==> src/logic/pssel_consts.vh <==
// Constants for the protection switch output selector
`ifndef PSSEL_CONSTS_VH
`define PSSEL_CONSTS_VH
// Switch modes
`define PSSEL_MODE_KEEP_PRI 2'h0
`define PSSEL_MODE_KEEP_STB 2'h1
`define PSSEL_MODE_MANUAL 2'h2
// Input codes
`define PSSEL_IN_PRI 2'h0
`define PSSEL_IN_SEC 2'h1
`define PSSEL_IN_ALT 2'h2
// Output pair source codes
`define PSSEL_SRC_PROG 3'h0
`define PSSEL_SRC_BACKUP 3'h1
`define PSSEL_SRC_PRI 3'h2
`define PSSEL_SRC_SEC 3'h3
`define PSSEL_SRC_ALT 3'h4
// Factory defaults
`define PSSEL_DEF_MODE 2'h0
`define PSSEL_DEF_DELAY 8'h00
`define PSSEL_DEF_BACKUP 2'h1
`define PSSEL_DEF_PAIR_SRC 3'h0
`define PSSEL_DEF_LABEL_PRI 2'h0
`define PSSEL_DEF_LABEL_SEC 2'h1
`define PSSEL_DEF_LABEL_ALT 2'h2
// Delay limits and timing
`define PSSEL_DELAY_MAX 8'hFE
`define PSSEL_CLOCK_HZ 100000000
`define PSSEL_SECOND_NS 1000000000
`define PSSEL_CLOCK_NS 10
`endif

==> src/logic/pssel_top.v <==
// Output selector of a three-input video protection switch
// What this block does
// - A force command routes the named input to program regardless of health.
// - The switch mode is always keep-primary, keep-stable or manual.
// - In keep-primary, program returns to primary after the switchback delay.
// - The switchback delay is 0 to 254 whole seconds, used in keep-primary only.
// - In keep-stable, the current primary or secondary input stays while good.
// - In manual, program changes only on a manual switching command.
// - Each of three output pairs selects one of five sources.
// - Pair sources ignore force commands; only program pairs follow.
// - A closed external line takes program selection, sets manual and flags it.
// - While any external line is closed, other program commands are ignored.
// - After external control ends, manual stays and mode selection is accepted.
// - Restore-defaults reloads mode, delay, backup and pair sources, not the labels.
// - Restore-names returns the input labels to their factory labels.
// - The backup candidate is the secondary or the alternate input.
`timescale 1ns/1ps
`default_nettype none
`include "pssel_consts.vh"

module pssel_top #(
  parameter [31:0] SECOND_CYCLES = `PSSEL_SECOND_NS / `PSSEL_CLOCK_NS
) (
  input wire clock,
  input wire rst,
  input wire pri_good,
  input wire sec_good,
  input wire alt_good,
  input wire force_pri,
  input wire force_sec,
  input wire force_alt,
  input wire mode_wr,
  input wire [1:0] mode_in,
  input wire delay_wr,
  input wire [7:0] delay_in,
  input wire backup_wr,
  input wire [1:0] backup_in,
  input wire pair_wr,
  input wire [1:0] pair_idx,
  input wire [2:0] pair_src_in,
  input wire restore_defaults,
  input wire restore_names,
  input wire [3:0] ext_line,
  output reg [1:0] switch_mode,
  output reg [7:0] switch_delay,
  output reg [1:0] backup_sel,
  output reg [1:0] program_sel,
  output reg [1:0] forced_input,
  output reg forced_active,
  output reg ext_control,
  output reg local_remote_disabled,
  output reg [2:0] pair1_src,
  output reg [2:0] pair2_src,
  output reg [2:0] pair3_src,
  output reg [1:0] pair1_input,
  output reg [1:0] pair2_input,
  output reg [1:0] pair3_input,
  output reg [1:0] label_pri,
  output reg [1:0] label_sec,
  output reg [1:0] label_alt,
  output reg switchback_pending
);

  // ------------------------------------------------------------
  // Input synchronisers
  // ------------------------------------------------------------
  reg [6:0] sync1;
  reg [6:0] sync2;
  always @(posedge clock or posedge rst) begin
    if (rst) begin
      sync1 <= 7'h00;
      sync2 <= 7'h00;
    end else begin
      sync1 <= {ext_line, alt_good, sec_good, pri_good};
      sync2 <= sync1;
    end
  end
  wire s_pri = sync2[0];
  wire s_sec = sync2[1];
  wire s_alt = sync2[2];
  wire [3:0] s_ext = sync2[6:3];
  wire ext_any = |s_ext;

  // ------------------------------------------------------------
  // Helpers
  // ------------------------------------------------------------
  function in_good;
    input [1:0] sel;
    input p;
    input s;
    input a;
    begin
      case (sel)
        `PSSEL_IN_PRI: in_good = p;
        `PSSEL_IN_SEC: in_good = s;
        `PSSEL_IN_ALT: in_good = a;
        default: in_good = 1'b0;
      endcase
    end
  endfunction

  function [1:0] pair_map;
    input [2:0] src;
    input [1:0] prog;
    input [1:0] bkp;
    begin
      case (src)
        `PSSEL_SRC_PROG: pair_map = prog;
        `PSSEL_SRC_BACKUP: pair_map = bkp;
        `PSSEL_SRC_PRI: pair_map = `PSSEL_IN_PRI;
        `PSSEL_SRC_SEC: pair_map = `PSSEL_IN_SEC;
        `PSSEL_SRC_ALT: pair_map = `PSSEL_IN_ALT;
        default: pair_map = prog;
      endcase
    end
  endfunction

  // Lowest closed line wins: lines 0..2 pick an input, line 3 picks backup
  function [1:0] ext_pick;
    input [3:0] l;
    input [1:0] bkp;
    begin
      if (l[0])
        ext_pick = `PSSEL_IN_PRI;
      else if (l[1])
        ext_pick = `PSSEL_IN_SEC;
      else if (l[2])
        ext_pick = `PSSEL_IN_ALT;
      else
        ext_pick = bkp;
    end
  endfunction

  // ------------------------------------------------------------
  // Second tick divider
  // ------------------------------------------------------------
  reg [31:0] sec_cnt;
  wire sec_tick = (sec_cnt == SECOND_CYCLES - 32'h1);
  always @(posedge clock or posedge rst) begin
    if (rst)
      sec_cnt <= 32'h0;
    else if (!switchback_pending || sec_tick)
      sec_cnt <= 32'h0;
    else
      sec_cnt <= sec_cnt + 32'h1;
  end

  // ------------------------------------------------------------
  // Command decode
  // ------------------------------------------------------------
  wire force_any = force_pri | force_sec | force_alt;
  reg [1:0] force_code;
  always @* begin
    if (force_pri)
      force_code = `PSSEL_IN_PRI;
    else if (force_sec)
      force_code = `PSSEL_IN_SEC;
    else
      force_code = `PSSEL_IN_ALT;
  end
  wire mode_ok = (mode_in == `PSSEL_MODE_KEEP_PRI) ||
    (mode_in == `PSSEL_MODE_KEEP_STB) ||
    (mode_in == `PSSEL_MODE_MANUAL);
  wire backup_ok = (backup_in == `PSSEL_IN_SEC) ||
    (backup_in == `PSSEL_IN_ALT);
  wire [7:0] delay_clip = (delay_in > `PSSEL_DELAY_MAX) ?
    `PSSEL_DELAY_MAX : delay_in;
  reg [7:0] delay_left;

  // ------------------------------------------------------------
  // Program selection and mode
  // ------------------------------------------------------------
  always @(posedge clock or posedge rst) begin
    if (rst) begin
      switch_mode <= `PSSEL_DEF_MODE;
      switch_delay <= `PSSEL_DEF_DELAY;
      backup_sel <= `PSSEL_DEF_BACKUP;
      program_sel <= `PSSEL_IN_PRI;
      forced_input <= `PSSEL_IN_PRI;
      forced_active <= 1'b0;
      ext_control <= 1'b0;
      local_remote_disabled <= 1'b0;
      switchback_pending <= 1'b0;
      delay_left <= 8'h00;
    end else begin
      ext_control <= ext_any;
      local_remote_disabled <= ext_any;
      if (restore_defaults) begin
        switch_mode <= `PSSEL_DEF_MODE;
        switch_delay <= `PSSEL_DEF_DELAY;
        backup_sel <= `PSSEL_DEF_BACKUP;
        forced_active <= 1'b0;
        switchback_pending <= 1'b0;
      end else begin
        if (delay_wr)
          switch_delay <= delay_clip;
        if (backup_wr && backup_ok)
          backup_sel <= backup_in;
      end
      if (ext_any) begin
        // External lines own program selection
        switch_mode <= `PSSEL_MODE_MANUAL;
        program_sel <= ext_pick(s_ext, backup_sel);
        forced_active <= 1'b0;
        switchback_pending <= 1'b0;
      end else if (!restore_defaults && force_any) begin
        program_sel <= force_code;
        switch_mode <= `PSSEL_MODE_MANUAL;
        forced_input <= force_code;
        forced_active <= 1'b1;
        switchback_pending <= 1'b0;
      end else if (!restore_defaults && mode_wr && mode_ok) begin
        switch_mode <= mode_in;
        forced_active <= (mode_in == `PSSEL_MODE_MANUAL) & forced_active;
        switchback_pending <= 1'b0;
      end else if (!restore_defaults) begin
        case (switch_mode)
          `PSSEL_MODE_KEEP_PRI: begin
            if (program_sel == `PSSEL_IN_PRI) begin
              if (!s_pri && in_good(backup_sel, s_pri, s_sec, s_alt))
                program_sel <= backup_sel;
            end else if (!s_pri) begin
              switchback_pending <= 1'b0;
              if (!in_good(program_sel, s_pri, s_sec, s_alt) &&
                  in_good(backup_sel, s_pri, s_sec, s_alt))
                program_sel <= backup_sel;
            end else if (!switchback_pending) begin
              if (switch_delay == 8'h00) begin
                program_sel <= `PSSEL_IN_PRI;
              end else begin
                switchback_pending <= 1'b1;
                delay_left <= switch_delay;
              end
            end else if (sec_tick) begin
              if (delay_left == 8'h01) begin
                program_sel <= `PSSEL_IN_PRI;
                switchback_pending <= 1'b0;
              end
              delay_left <= delay_left - 8'h01;
            end
          end
          `PSSEL_MODE_KEEP_STB: begin
            if (!in_good(program_sel, s_pri, s_sec, s_alt)) begin
              if (program_sel != `PSSEL_IN_PRI && s_pri)
                program_sel <= `PSSEL_IN_PRI;
              else if (program_sel != `PSSEL_IN_SEC && s_sec)
                program_sel <= `PSSEL_IN_SEC;
              else if (s_alt)
                program_sel <= `PSSEL_IN_ALT;
            end
          end
          `PSSEL_MODE_MANUAL: begin
            program_sel <= program_sel;
          end
          default: switch_mode <= `PSSEL_MODE_MANUAL;
        endcase
      end
    end
  end

  // ------------------------------------------------------------
  // Output pair routing
  // ------------------------------------------------------------
  always @(posedge clock or posedge rst) begin
    if (rst) begin
      pair1_src <= `PSSEL_DEF_PAIR_SRC;
      pair2_src <= `PSSEL_DEF_PAIR_SRC;
      pair3_src <= `PSSEL_DEF_PAIR_SRC;
    end else if (restore_defaults) begin
      pair1_src <= `PSSEL_DEF_PAIR_SRC;
      pair2_src <= `PSSEL_DEF_PAIR_SRC;
      pair3_src <= `PSSEL_DEF_PAIR_SRC;
    end else if (pair_wr && pair_src_in <= `PSSEL_SRC_ALT) begin
      case (pair_idx)
        2'h0: pair1_src <= pair_src_in;
        2'h1: pair2_src <= pair_src_in;
        2'h2: pair3_src <= pair_src_in;
        default: pair1_src <= pair1_src;
      endcase
    end
  end

  always @(posedge clock or posedge rst) begin
    if (rst) begin
      pair1_input <= `PSSEL_IN_PRI;
      pair2_input <= `PSSEL_IN_PRI;
      pair3_input <= `PSSEL_IN_PRI;
    end else begin
      pair1_input <= pair_map(pair1_src, program_sel, backup_sel);
      pair2_input <= pair_map(pair2_src, program_sel, backup_sel);
      pair3_input <= pair_map(pair3_src, program_sel, backup_sel);
    end
  end

  // ------------------------------------------------------------
  // Input labels
  // ------------------------------------------------------------
  always @(posedge clock or posedge rst) begin
    if (rst) begin
      label_pri <= `PSSEL_DEF_LABEL_PRI;
      label_sec <= `PSSEL_DEF_LABEL_SEC;
      label_alt <= `PSSEL_DEF_LABEL_ALT;
    end else if (restore_names) begin
      label_pri <= `PSSEL_DEF_LABEL_PRI;
      label_sec <= `PSSEL_DEF_LABEL_SEC;
      label_alt <= `PSSEL_DEF_LABEL_ALT;
    end
  end

endmodule // pssel_top
`default_nettype wire

==> config.mk <==
export PLATFORM = sky130hd
export DESIGN_NAME = pssel_top
export DESIGN_NICKNAME = d
export VERILOG_FILES = /design/src/logic/pssel_top.v
export VERILOG_INCLUDE_DIRS = /design/src /design/src/logic
export SDC_FILE = /design/constraint.sdc
export NUM_CORES = 1
export LEC_CHECK = 0
export ABC_AREA = 1
export BUFFER_PORTS_ARGS = -buffer_cell sky130_fd_sc_hd__buf_2
export CAP_MARGIN = 20
export CORE_MARGIN = 1.5
export CORE_UTILIZATION = 30
export CTS_BUF_LIST = sky130_fd_sc_hd__clkbuf_4
export DETAILED_ROUTE_END_ITERATION = 12
export PLACE_DENSITY = 0.55
export RECOVER_POWER = 25
export SETUP_SLACK_MARGIN = 0.1
export SYNTH_ARGS = -nofsm -noshare
export SYNTH_HDL_FRONTEND = slang
export SYNTH_SLANG_ARGS = --single-unit
export TNS_END_PERCENT = 20
==> constraint.sdc <==
create_clock -name clock -period 4.6 [get_ports clock]
set_input_delay 0.92 -clock clock [delete_from_list [all_inputs] [get_ports clock]]
set_output_delay 0.92 -clock clock [all_outputs]
set_load 0.01 [all_outputs]
==> impl_metrics.env <==
export IMPL_io_pins=76
export IMPL_first_iter_violations=275
export IMPL_io_buffers=68
export IMPL_root_buffer="clkbuf_4"
export IMPL_routed_via_density=4.47
export IMPL_crit_type="register to output pin"
export IMPL_routed_wl_mm=11.2
export IMPL_yosysWarnings=0
export IMPL_dpl_hpwl_mm=8.45
export IMPL_start_util=0.306
export IMPL_place_inst=893
export IMPL_ff_latch_area_sq_um=2200
export IMPL_period_needed_ns=2.49
export IMPL_status="finished with violations"
export IMPL_violations="capacitance limit, slew limit"
export IMPL_final_cell_count_no_fill=909
export IMPL_first_pass_iters=4
export IMPL_synthArstFlopShare=1.00
export IMPL_die_h_um=130
export IMPL_powerDensity_nw_per_um2=260
export IMPL_n_antenna_cell=0
export IMPL_placed_cell_area_sq_um=5400
export IMPL_grt_max_degree=56
export IMPL_grt_pass1_vias=3822
export IMPL_stdcell_area_sq_um=5530
export IMPL_cts_buffer_depth=2
export IMPL_layout_nets=734
export IMPL_yosys_top_cells_area="dfrtp_1 45%, nand2_1 10%, nor2_1 7.3%, inv_1 6.2%, o21ai_0 4.1%"
export IMPL_overflow=0
export IMPL_htreeDepth=3
export IMPL_fp_dieW_um=130
export IMPL_cp_start_kind="register"
export IMPL_drcViolationCount=0
export IMPL_skew_ns=0.0162
export IMPL_synth_top_area_frac=0.448
export IMPL_multi_input_area_sq_um=2260
export IMPL_setup_viol=0
export IMPL_cts_sinks=88
export IMPL_fmax_mhz=402
export IMPL_grtUsageTotal=0.143
export IMPL_rows=46
export IMPL_wl_met3_um=375
export IMPL_ant_nets=0
export IMPL_holdWs_ns=0.360
export IMPL_topRoutingLayerUsed="met4"
export IMPL_grt_pass1_wl_mm=18.9
export IMPL_cp_max_fo=21
export IMPL_critical_path_max_stage_delay_ns=0.85
export IMPL_route_met2_wl_mm=5.19
export IMPL_syn_inst=619
export IMPL_rsz0062_at_grt="false"
export IMPL_slowest_stage="dfrtp_1"
export IMPL_cts_buffers=9
export IMPL_cp_end_kind="output pin"
export IMPL_hold_viol=0
export IMPL_finalSetupTns_ns=0
export IMPL_syn2layout_area_growth_pct=13.7
export IMPL_p_leak_uw=0.00258
export IMPL_syn_mean_instance_area_sq_um=7.86
export IMPL_cp_data_arrival_time_ns=1.57
export IMPL_drive_gt1_frac=0.169
export IMPL_cap_violations=1
export IMPL_yosys_register_bits=88
export IMPL_cts_tree="done"
export IMPL_post_cts_resize_count=0
export IMPL_fin_total_pwr_uw=1440
export IMPL_required_ns=3.68
export IMPL_postCtsSetupBuffers=0
export IMPL_relSlewSlack=-0.0130
export IMPL_wl_per_cell_um=12.4
export IMPL_synth_top_cell_by_area="dfrtp_1"
export IMPL_yosysUniqueCellTypes=46
export IMPL_ys_flop_type="dfrtp_1"
export IMPL_vias=4064
export IMPL_fill_cells=1741
export IMPL_dieArea_sq_um=17000
export IMPL_cp_num_buf_inv=1
export IMPL_ys_seq_area_frac=0.453
export IMPL_ir_drop_mv=0.138
export IMPL_fin_crit_sh=0.541
export IMPL_tightest_slew_ns=1.51
export IMPL_hp_class="register to register"
export IMPL_crit_chain="buf_2"
export IMPL_wl_met1_mm=5.56
export IMPL_netlist_area_sq_um=4860
export IMPL_clk_latency_ns=0.45
export IMPL_cts_clk_slew_worst_paths_ns=0.14
export IMPL_hold_buffers=0
export IMPL_gp_congestion=0.816
export IMPL_maxSlewViolCount=35
export IMPL_synth_edf_count=0
export IMPL_coreArea_sq_um=15900
export IMPL_antenna_found_initial=0
export IMPL_cp_top_family="flip-flops"
## final timing paths
check | start | endpoint | slack (ns) | cells past startpoint
max in group asynchronous | rst | switch_mode[0] | 2.47 | 3
min | sync1[1] | sync2[1] | 0.36 | 0
max | switchback_pending | switchback_pending | 2.11 | 1
min reg2reg | sync1[1] | sync2[1] | 0.36 | 0
min in group asynchronous | rst | pair1_input[1] | 0.81 | 2
max reg2reg | program_sel[0] | delay_left[3] | 2.53 | 10
## cell usage after synthesis, drive strengths merged (4+ instances only)
cell type  instances
a21oi             18
a31oi              8
buf               12
dfrtp             87
ha                11
inv               82
nand2            141
nand3             32
nand4             10
nor2             105
nor3              20
o211ai             4
o21ai             47
o22ai              4
xor2              10
## state kept, by name (all words and copies together) (netlist names), 3 cells and up
register / flops
sec_cnt: 32
delay_left: 8
switch_delay: 8
sync1: 7
sync2: 7
pair1_src: 3
pair2_src: 3
pair3_src: 3
## logic make-up after synthesis
group / count (synthesis) / share of synthesized area
AOI/OAI and AO/OA: 91 / 0.104
DFF: 88 / 0.453
adders and majority gates: 11 / 0.0283
buffers and inverters: 97 / 0.0846
other: 2 / 0.00154
and+or+nand+nor: 317 / 0.305
xor gates and xnor gates: 13 / 0.0234
## power breakdown
group,total (uW),internal (uW),switching [uW]
clock network,443,190,253
registers,833,805,27.2
logic,163,59.3,104
total,1440,1050,384
## area by class of cell
cell class | instances | share of cell area
Sequential cell | 88 | 0.398
Tap cell | 216 | 0.0488
Multi-Input combinational cell | 438 | 0.409
Clock buffer | 13 | 0.0176
Inverter | 82 | 0.0559
Clock inverter | 3 | 0.00769
Timing Repair Buffer | 69 | 0.0629
## per-stage QoR
| stage | util | setup WS, ns |
|---|---|---|
| after floorplan | - | 1.40 |
| after global placement | 0.340 | 1.90 |
| after detailed placement | 0.340 | 1.89 |
| after CTS | 0.348 | 2.04 |
| after global routing | 0.348 | 1.96 |
| final | 0.348 | 2.11 |
## cells in the final DEF, fill, tap and decap left out, drive strengths merged, types with 4 or more instances in the layout
| cell | instances |
|---|---|
| a21oi | 18 |
| a31oi | 8 |
| buf | 69 |
| clkbuf | 13 |
| conb | 6 |
| dfrtp | 87 |
| ha | 11 |
| inv | 81 |
| nand2 | 141 |
| nand3 | 32 |
| nand4 | 10 |
| nor2 | 105 |
| nor3 | 20 |
| o211ai | 4 |
| o21ai | 47 |
| o22ai | 4 |
| xor2 | 10 |
## worst reg2reg max path: stages, from the launching register on
cell,delay (ns)
dfrtp_1,0.46
inv_1,0.17
ha_1,0.25
inv_1,0.12
nand2_1,0.13
nor2_2,0.22
nand2_1,0.13
nor2_4,0.20
nand2_4,0.10
o21ai_0,0.16
nand2_1,0.06
## routing by layer
metal,GRT usage,vias up
met5,0,-
met1,0.196,1868
met2,0.225,70
met4,0.0427,0
met3,0.0344,8
li1,-,2118
No activity file was read; power rests on OpenSTA's default activity.
